[config.mk]
export PLATFORM = sky130hd
export DESIGN_NAME = rx_payload_channel_ctrl
export DESIGN_NICKNAME = d
export VERILOG_FILES = /design/src/rpc_pkg.sv /design/src/rx_payload_channel_ctrl.sv
export VERILOG_INCLUDE_DIRS = /design/src
export SDC_FILE = /design/constraint.sdc
export NUM_CORES = 1
export LEC_CHECK = 0
export BUFFER_PORTS_ARGS = -buffer_cell sky130_fd_sc_hd__buf_4
export CAP_MARGIN = 0
export CORE_MARGIN = 10
export CORE_UTILIZATION = 43
export DETAILED_ROUTE_END_ITERATION = 7
export GPL_ROUTABILITY_DRIVEN = 0
export PLACE_DENSITY_LB_ADDON = 0.3
export SYNTH_ARGS = -nofsm -noshare
export SYNTH_HDL_FRONTEND = slang
export SYNTH_SLANG_ARGS = --single-unit
[constraint.sdc]
create_clock -name ref_clk_i -period 22 [get_ports ref_clk_i]
set_clock_uncertainty 0.05 [all_clocks]
set_input_delay 4.4 -clock ref_clk_i [delete_from_list [all_inputs] [get_ports ref_clk_i]]
set_output_delay 4.4 -clock ref_clk_i [all_outputs]
set_load 0.005 [all_outputs]
[src/rpc_consts.svh]
`ifndef RPC_CONSTS_SVH
`define RPC_CONSTS_SVH

// ----------------------------------------
// Register offsets within one framer page
// ----------------------------------------
`define RPC_OFF_CFG     7'h50
`define RPC_OFF_STAT    7'h51
`define RPC_OFF_ACTL    7'h52
`define RPC_OFF_DBUF    7'h53
`define RPC_PAGE_W      3

// ----------------------------------------
// Indirect space
// ----------------------------------------
`define RPC_IA_CFG_LO   7'h01
`define RPC_IA_DTRK_LO  7'h19
`define RPC_IA_STRK_LO  7'h31
`define RPC_IA_HI       7'h48
`define RPC_NUM_CH      24

// ----------------------------------------
// Field positions and reset values
// ----------------------------------------
`define RPC_B_RW        7
`define RPC_B_BUSY      7
`define RPC_B_GEN       0
`define RPC_B_INV       7
`define RPC_B_DATA_COND_ENABLE     6
`define RPC_B_DMW       5
`define RPC_B_MSBF      4
`define RPC_B_TEST      3
`define RPC_B_EXTR      2
`define RPC_B_FIX       1
`define RPC_B_POL       0
`define RPC_B_SIG_COND_ENABLE     7
`define RPC_RST_BYTE    8'h00

// ----------------------------------------
// Timing and milliwatt sequence
// ----------------------------------------
`define RPC_ACCESS_NS   640
`define RPC_CLK_NS      50
`define RPC_ACCESS_CYC  (`RPC_ACCESS_NS / `RPC_CLK_NS)
`define RPC_MW_SEQ      64'h1e0b0b1e9e8b8b9e

`endif

[src/rpc_pkg.sv]
`include "rpc_consts.svh"

package rpc_pkg;

  typedef enum logic {IDLE, BUSY} phase_t;

  typedef struct packed {
    phase_t                            phase;
    logic [3:0]                        cnt;
    logic [7:0]                        actl;
    logic [7:0]                        dbuf;
    logic                              glb_en;
    logic [`RPC_NUM_CH-1:0][7:0]       cfg;
    logic [`RPC_NUM_CH-1:0][7:0]       dtrk;
    logic [`RPC_NUM_CH-1:0][7:0]       strk;
    logic [7:0]                        rdata;
    logic [7:0]                        sd_out;
    logic [3:0]                        sig_out;
    logic                              out_vld;
    logic                              sclk;
    logic [7:0]                        det_byte;
    logic                              det_vld;
    logic [2:0]                        mw_idx;
  } state_t;

endpackage

[src/rx_payload_channel_ctrl.sv]
// Implementation choice: strobed register access.
`timescale 1ns/1ps
`include "rpc_consts.svh"

module rx_payload_channel_ctrl #(
  parameter int FRAMER_IDX = 0
) (
  // Clock, reset, enable
  input  wire logic        ref_clk_i,
  input  wire logic        rst_n_i,
  input  wire logic        ce_i,
  // Register port
  input  wire logic [9:0]  addr_i,
  input  wire logic [7:0]  wdata_i,
  input  wire logic        wr_i,
  input  wire logic        rd_i,
  output logic      [7:0]  rdata_o,
  output logic             busy_o,
  // Received channel stream
  input  wire logic        ch_valid_i,
  input  wire logic [4:0]  ch_num_i,
  input  wire logic [7:0]  ch_data_i,
  input  wire logic [3:0]  ch_sig_i,
  input  wire logic        frac_mode_i,
  input  wire logic        pattern_direction_sel_i,
  // Pattern generator and detector
  input  wire logic [7:0]  gen_byte_i,
  output logic             gen_take_o,
  output logic      [7:0]  det_byte_o,
  output logic             det_valid_o,
  // System side outputs
  output logic             out_valid_o,
  output logic      [7:0]  rx_serial_data_out_o,
  output logic      [3:0]  rx_signaling_out_o,
  output logic             rx_slave_clock_o
);

  // ----------------------------------------
  // Parameter check
  // ----------------------------------------
  if (FRAMER_IDX < 0 || FRAMER_IDX > 7) begin : g_bad_idx
    $error("FRAMER_IDX must be 0 to 7");
  end

  localparam logic [`RPC_PAGE_W-1:0] PAGE = `RPC_PAGE_W'(FRAMER_IDX);
  localparam logic [3:0]             CYC  = 4'(`RPC_ACCESS_CYC);
  localparam logic [63:0]            MW   = `RPC_MW_SEQ;

  // ----------------------------------------
  // Reset release
  // ----------------------------------------
  logic [1:0] rs_ff;
  logic       rst_n;

  always_ff @(posedge ref_clk_i or negedge rst_n_i) begin
    if (!rst_n_i) begin
      rs_ff <= 2'b00;
    end else begin
      rs_ff <= {rs_ff[0], 1'b1};
    end
  end

  assign rst_n = rs_ff[1];

  // ----------------------------------------
  // Decode
  // ----------------------------------------
  rpc_pkg::state_t s_ff;
  rpc_pkg::state_t nxt_s;
  logic       hit;
  logic [6:0] off;
  logic [6:0] ia;
  logic       ia_cfg;
  logic       ia_dtrk;
  logic       ia_strk;
  logic       ia_ok;
  logic [4:0] ia_idx;
  logic [7:0] ia_rd;
  logic       ch_ok;
  logic       act;
  logic [7:0] cc;
  logic [7:0] dt;
  logic [7:0] st;
  logic [7:0] mw_byte;
  logic       launch;

  // Each framer answers only inside its own page.
  // framer page decode
  assign hit = (addr_i[9:7] == PAGE);
  assign off = addr_i[6:0];

  assign ia      = s_ff.actl[6:0];
  assign ia_cfg  = (ia >= `RPC_IA_CFG_LO) && (ia < `RPC_IA_DTRK_LO);
  assign ia_dtrk = (ia >= `RPC_IA_DTRK_LO) && (ia < `RPC_IA_STRK_LO);
  assign ia_strk = (ia >= `RPC_IA_STRK_LO) && (ia <= `RPC_IA_HI);
  assign ia_ok   = ia_cfg || ia_dtrk || ia_strk;

  always_comb begin
    if (ia_cfg) begin
      ia_idx = 5'(ia - `RPC_IA_CFG_LO);
      ia_rd  = s_ff.cfg[ia_idx];
    end else if (ia_dtrk) begin
      ia_idx = 5'(ia - `RPC_IA_DTRK_LO);
      ia_rd  = s_ff.dtrk[ia_idx];
    end else if (ia_strk) begin
      ia_idx = 5'(ia - `RPC_IA_STRK_LO);
      ia_rd  = s_ff.strk[ia_idx];
    end else begin
      ia_idx = 5'h00;
      ia_rd  = `RPC_RST_BYTE;
    end
  end

  assign launch = wr_i && hit && (off == `RPC_OFF_ACTL) && (s_ff.phase == rpc_pkg::IDLE);

  // Channels above the table pass untouched.
  // global enable gate
  assign ch_ok = (ch_num_i < 5'(`RPC_NUM_CH));
  assign act   = ch_ok && s_ff.glb_en;
  assign cc    = ch_ok ? s_ff.cfg[ch_num_i] : `RPC_RST_BYTE;
  assign dt    = ch_ok ? s_ff.dtrk[ch_num_i] : `RPC_RST_BYTE;
  assign st    = ch_ok ? s_ff.strk[ch_num_i] : `RPC_RST_BYTE;
  assign mw_byte = MW[{~s_ff.mw_idx, 3'b000} +: 8];

  // One shared generator feed keeps replaced channels in one sequence.
  // shared generator stream
  assign gen_take_o = ce_i && ch_valid_i && act && cc[`RPC_B_TEST] && pattern_direction_sel_i
                      && !cc[`RPC_B_DATA_COND_ENABLE] && !cc[`RPC_B_DMW];

  // ----------------------------------------
  // Next state
  // ----------------------------------------
  always_comb begin
    nxt_s         = s_ff;
    nxt_s.rdata   = `RPC_RST_BYTE;
    nxt_s.det_vld = 1'b0;
    nxt_s.sclk    = 1'b0;
    nxt_s.out_vld = ch_valid_i;

    if (wr_i && hit) begin
      if (off == `RPC_OFF_CFG) begin
        nxt_s.glb_en = wdata_i[`RPC_B_GEN];
      end else if (launch) begin
        nxt_s.actl  = wdata_i;
        nxt_s.phase = rpc_pkg::BUSY;
        nxt_s.cnt   = CYC;
      end else if (off == `RPC_OFF_DBUF) begin
        nxt_s.dbuf = wdata_i;
      end
    end

    if (rd_i && hit) begin
      if (off == `RPC_OFF_CFG) begin
        nxt_s.rdata = {7'h00, s_ff.glb_en};
      end else if (off == `RPC_OFF_STAT) begin
        nxt_s.rdata = {s_ff.phase == rpc_pkg::BUSY, 7'h00};
      end else if (off == `RPC_OFF_ACTL) begin
        nxt_s.rdata = s_ff.actl;
      end else if (off == `RPC_OFF_DBUF) begin
        nxt_s.rdata = s_ff.dbuf;
      end
    end

    // The access completes on the last counted cycle, so while ce_i stays high a read result
    // never lands later than the documented access time.
    // busy until completion
    if (s_ff.phase == rpc_pkg::BUSY) begin
      nxt_s.cnt = s_ff.cnt - 4'h1;
      if (s_ff.cnt == 4'h1) begin
        nxt_s.phase = rpc_pkg::IDLE;
        if (ia_ok) begin
          if (s_ff.actl[`RPC_B_RW]) begin
            nxt_s.dbuf = ia_rd;
          end else if (ia_cfg) begin
            nxt_s.cfg[ia_idx] = s_ff.dbuf;
          end else if (ia_dtrk) begin
            nxt_s.dtrk[ia_idx] = s_ff.dbuf;
          end else begin
            nxt_s.strk[ia_idx] = s_ff.dbuf;
          end
        end
      end
    end

    if (ch_valid_i) begin
      if (ch_num_i == 5'h00) begin
        nxt_s.mw_idx = s_ff.mw_idx + 3'h1;
      end
      nxt_s.sd_out  = ch_data_i;
      nxt_s.sig_out = ch_sig_i;
      nxt_s.sclk    = frac_mode_i && (!act || cc[`RPC_B_EXTR]);
      if (act) begin
        if (cc[`RPC_B_TEST] && !pattern_direction_sel_i) begin
          nxt_s.det_byte = ch_data_i;
          nxt_s.det_vld  = 1'b1;
        end else if (cc[`RPC_B_DATA_COND_ENABLE]) begin
          nxt_s.sd_out = dt;
        end else if (cc[`RPC_B_DMW]) begin
          nxt_s.sd_out = mw_byte;
        end else if (cc[`RPC_B_TEST]) begin
          nxt_s.sd_out = gen_byte_i;
        end else begin
          nxt_s.sd_out = ch_data_i ^ {cc[`RPC_B_INV] ^ cc[`RPC_B_MSBF], {7{cc[`RPC_B_INV]}}};
          if (cc[`RPC_B_FIX]) begin
            nxt_s.sd_out[0] = cc[`RPC_B_POL];
          end
        end
        if (st[`RPC_B_SIG_COND_ENABLE]) begin
          nxt_s.sig_out = st[3:0];
        end
      end
    end
  end

  always_ff @(posedge ref_clk_i or negedge rst_n) begin
    if (!rst_n) begin
      s_ff <= '0;
    end else if (ce_i) begin
      s_ff <= nxt_s;
    end
  end

  // ----------------------------------------
  // Outputs
  // ----------------------------------------
  assign rdata_o              = s_ff.rdata;
  assign busy_o               = (s_ff.phase == rpc_pkg::BUSY);
  assign det_byte_o           = s_ff.det_byte;
  assign det_valid_o          = s_ff.det_vld;
  assign out_valid_o          = s_ff.out_vld;
  assign rx_serial_data_out_o = s_ff.sd_out;
  assign rx_signaling_out_o   = s_ff.sig_out;
  assign rx_slave_clock_o     = s_ff.sclk;
endmodule // rx_payload_channel_ctrl

==> flow_summary.json <==
{
  "insertion_delay_ns": 0.63,
  "hold_path_class": "reg2reg",
  "cap_viol_max_count": 0,
  "ctsResizeCount": 0,
  "dpl_cell_area_um2": 35500,
  "dp_slack_ns": 9.01,
  "yosysUniqueCellTypes": 74,
  "hold_ws_ns": 0.297,
  "cts_setup_buffers": 0,
  "ir_drop_v": 0.0000463,
  "powerDensity_nw_per_um2": 66.2,
  "slew_viol_final": 0,
  "die_width_um": 302,
  "track_usage_pct": 22.3,
  "r2r_end": "s_ff[615]",
  "worstMarginPinSlew_ns": 1.32,
  "synth.cell_area_um2": 34100,
  "p_sw_share_pct": 23.1,
  "routedWlPerCell_um": 29.5,
  "synth_top_family_by_area": "multiplexers",
  "power_frac_seq_pct": 47.2,
  "cp.arrival_ns": 8.51,
  "finalNetCount": 2404,
  "drc": 0,
  "synth_adder_area_share_pct": 0.220,
  "cts_sinks": 634,
  "rsz0062_at_grt": "false",
  "crit_path_start": "ch_num_i[1]",
  "dieArea_um2": 91000,
  "drt_first_pass_iters": 6,
  "status": "finished, final reports clean",
  "antenna_found_initial": 3,
  "synth-xor-area-share_pct": 0.334,
  "dp_hpwl_mm": 68.0,
  "synth_edf_count": 0,
  "n_antenna_cell": 0,
  "grt_start_max_net_pins": 84,
  "synth-async-reset-ratio_pct": 100,
  "avgSynthCellArea_um2": 14.4,
  "io-pin-count": 84,
  "p_leak_uw": 0.0175,
  "ys_warn_count": 0,
  "critPathRequiredTime_ns": 17.55,
  "tns_ns": 0,
  "yosys.area_share.simple_pct": 5.86,
  "fmax_mhz": 77.1,
  "cts.hold.buffers_added": 0,
  "wl_mm": 102,
  "core_um2": 78900,
  "startpoint_type": "primary input",
  "cts_made_buffers": 71,
  "ys_seq_area_share_pct": 46.5,
  "grt_pass1_vias": 22773,
  "power_uw": 2510,
  "cts-root-buf": "clkbuf_16",
  "cts_buffer_depth": 3,
  "combPwrFrac_pct": 4.6,
  "path_clk_slew_ns": 0.05,
  "grt_pass1_wl_mm": 154,
  "final-hold-violation-count": 0,
  "cts_tree": "done",
  "p_int_uw": 1930,
  "r2r_slack_ns": 16.48,
  "final_layout_size_suffix_gt1_share_pct": 47.4,
  "setup_viol": 0,
  "slew_headroom_pct": 11.5,
  "fin_area_um2": 37800,
  "r2r_start": "ia[0]",
  "port_buffers": 83,
  "cp-end-kind": "output pin",
  "grt.overflow.total": 0,
  "vias_per_cell": 6.41,
  "finalCriticalPeriod_ns": 12.96,
  "critical_path_class": "in2out",
  "start_util_pct": 43.3,
  "synth-compound-area-share_pct": 3.47,
  "crit_path_end": "gen_take_o",
  "via_count": 22148,
  "cts.htree.levels": 3,
  "cp_max_fo": 62,
  "switchingPower_uw": 580,
  "clkPwrFrac_pct": 48.2,
  "setup_slack_ns": 9.04,
  "syn_nets": 2419,
  "first_iter_violations": 2041,
  "die_height_um": 302,
  "syn_inst": 2362,
  "ys_seq_elements": 634,
  "area_delta_synth_final_pct": 10.9,
  "yosys_most_used_dff": "dfrtp_1",
  "period_share_pct": 58.9,
  "rows": 103,
  "ant_nets": 0,
  "synthMuxAreaShare_pct": 40.6,
  "reg2regPathDepth": 8
}
## worst max-delay path: stages
cell	delay, ns
buf_6	0.60
buf_4	0.82
mux4_2	0.59
mux2_2	0.31
a221oi_1	0.74
nor2b_1	0.49
and3_1	0.37
buf_4	0.16
## how the worst min path moves through the flow
stage | start | to | slack (ns) | depth (start not counted)
final | rs_ff[0] | rs_ff[1] | 0.30 | 0
after global routing | rs_ff[0] | rs_ff[1] | 0.31 | 0
after CTS | rs_ff[0] | rs_ff[1] | 0.30 | 0
after detailed placement | rs_ff[0] | rs_ff[1] | 0.29 | 0
after global placement | rs_ff[0] | rs_ff[1] | 0.29 | 0
after floorplan | rs_ff[0] | rs_ff[1] | 0.28 | 0
## per-layer routing
metal | track usage, % | part of all wire, % | vias up
met4 | 8.19 | 3.5 | 4
li1 | - | - | 8982
met2 | 34.3 | 46 | 1046
met5 | 0 | 0.027 | -
met1 | 30.4 | 42 | 11910
met3 | 5.39 | 8.8 | 206
## Yosys cell counts, drive strengths merged (8+ instances only)
| cell | count | area, um2 |
|---|---|---|
| dfrtp | 634 | 15900 |
| nand3 | 47 | 285 |
| o211ai | 15 | 113 |
| a21oi | 17 | 85.1 |
| nand2 | 179 | 672 |
| a22oi | 11 | 82.6 |
| o21ai | 28 | 140 |
| inv | 16 | 60.1 |
| mux2 | 600 | 6760 |
| nor3 | 24 | 223 |
| mux4 | 285 | 6420 |
| o2bb2ai | 8 | 70.1 |
| nor2b | 10 | 62.6 |
| clkbuf | 116 | 435 |
| a221oi | 13 | 114 |
| a31oi | 12 | 75.1 |
| buf | 93 | 546 |
| and3 | 11 | 68.8 |
| nor2 | 65 | 474 |
| o22ai | 15 | 93.8 |
| mux2i | 66 | 661 |
| xnor2 | 9 | 78.8 |
## layout by cell type, fill, tap and decap left out, drive strengths merged, types with 28 or more instances in the layout
cell type | Yosys | routed
buf | 93 | 121
clkbuf | 116 | 110
dfrtp | 634 | 634
mux2 | 600 | 600
mux2i | 66 | 66
mux4 | 285 | 285
nand2 | 179 | 179
nand3 | 47 | 47
nor2 | 65 | 65
o21ai | 28 | 28
## registers in the layout, summed over array words and instances, names as in the netlist
register	flops
ia	7
busy_o	1
det_byte_o	8
det_valid_o	1
rx_slave_clock_o	1
out_valid_o	1
rx_signaling_out_o	4
rx_serial_data_out_o	8
rdata_o	8
s_ff	593
rs_ff	2
## final cells by class
type / count / area (um2)
clock buffers: 110 / 2210
clock inverters: 20 / 178
fillers: 6786 / 41000
inverters: 16 / 60.1
multi-input cells: 1503 / 17300
flip-flops and latches: 634 / 15900
well taps: 1050 / 1310
repair buffers: 121 / 916
## through the flow
step	cells	utilization [%]
2_1_floorplan	2362	-
3_3_place_gp	3324	45.0
3_5_place_dp	3324	45.0
4_1_cts	3454	48.0
5_1_grt	3454	48.0
6_report	3454	48.0
## kinds of logic after synthesis
kind of cell               count (synthesis)
buffers and inverters                    225
and+or+nand+nor                          366
xor gates and xnor gates                  13
AOI/OAI and AO/OA                        166
DFF                                      634
adders and majority gates                  6
other                                      1
muxes                                    951
## power by group through the flow
stage                     sequential [uW]  clock [uW]  combinational (uW)
after global routing                 1180        1280                 125
after global placement               1200           0                 112
after detailed placement             1200           0                 116
after CTS                            1180        1230                 116
after floorplan                      1210           0                64.1
final                                1180        1210                 115
Note: power is estimated with default switching activity, not from simulation.
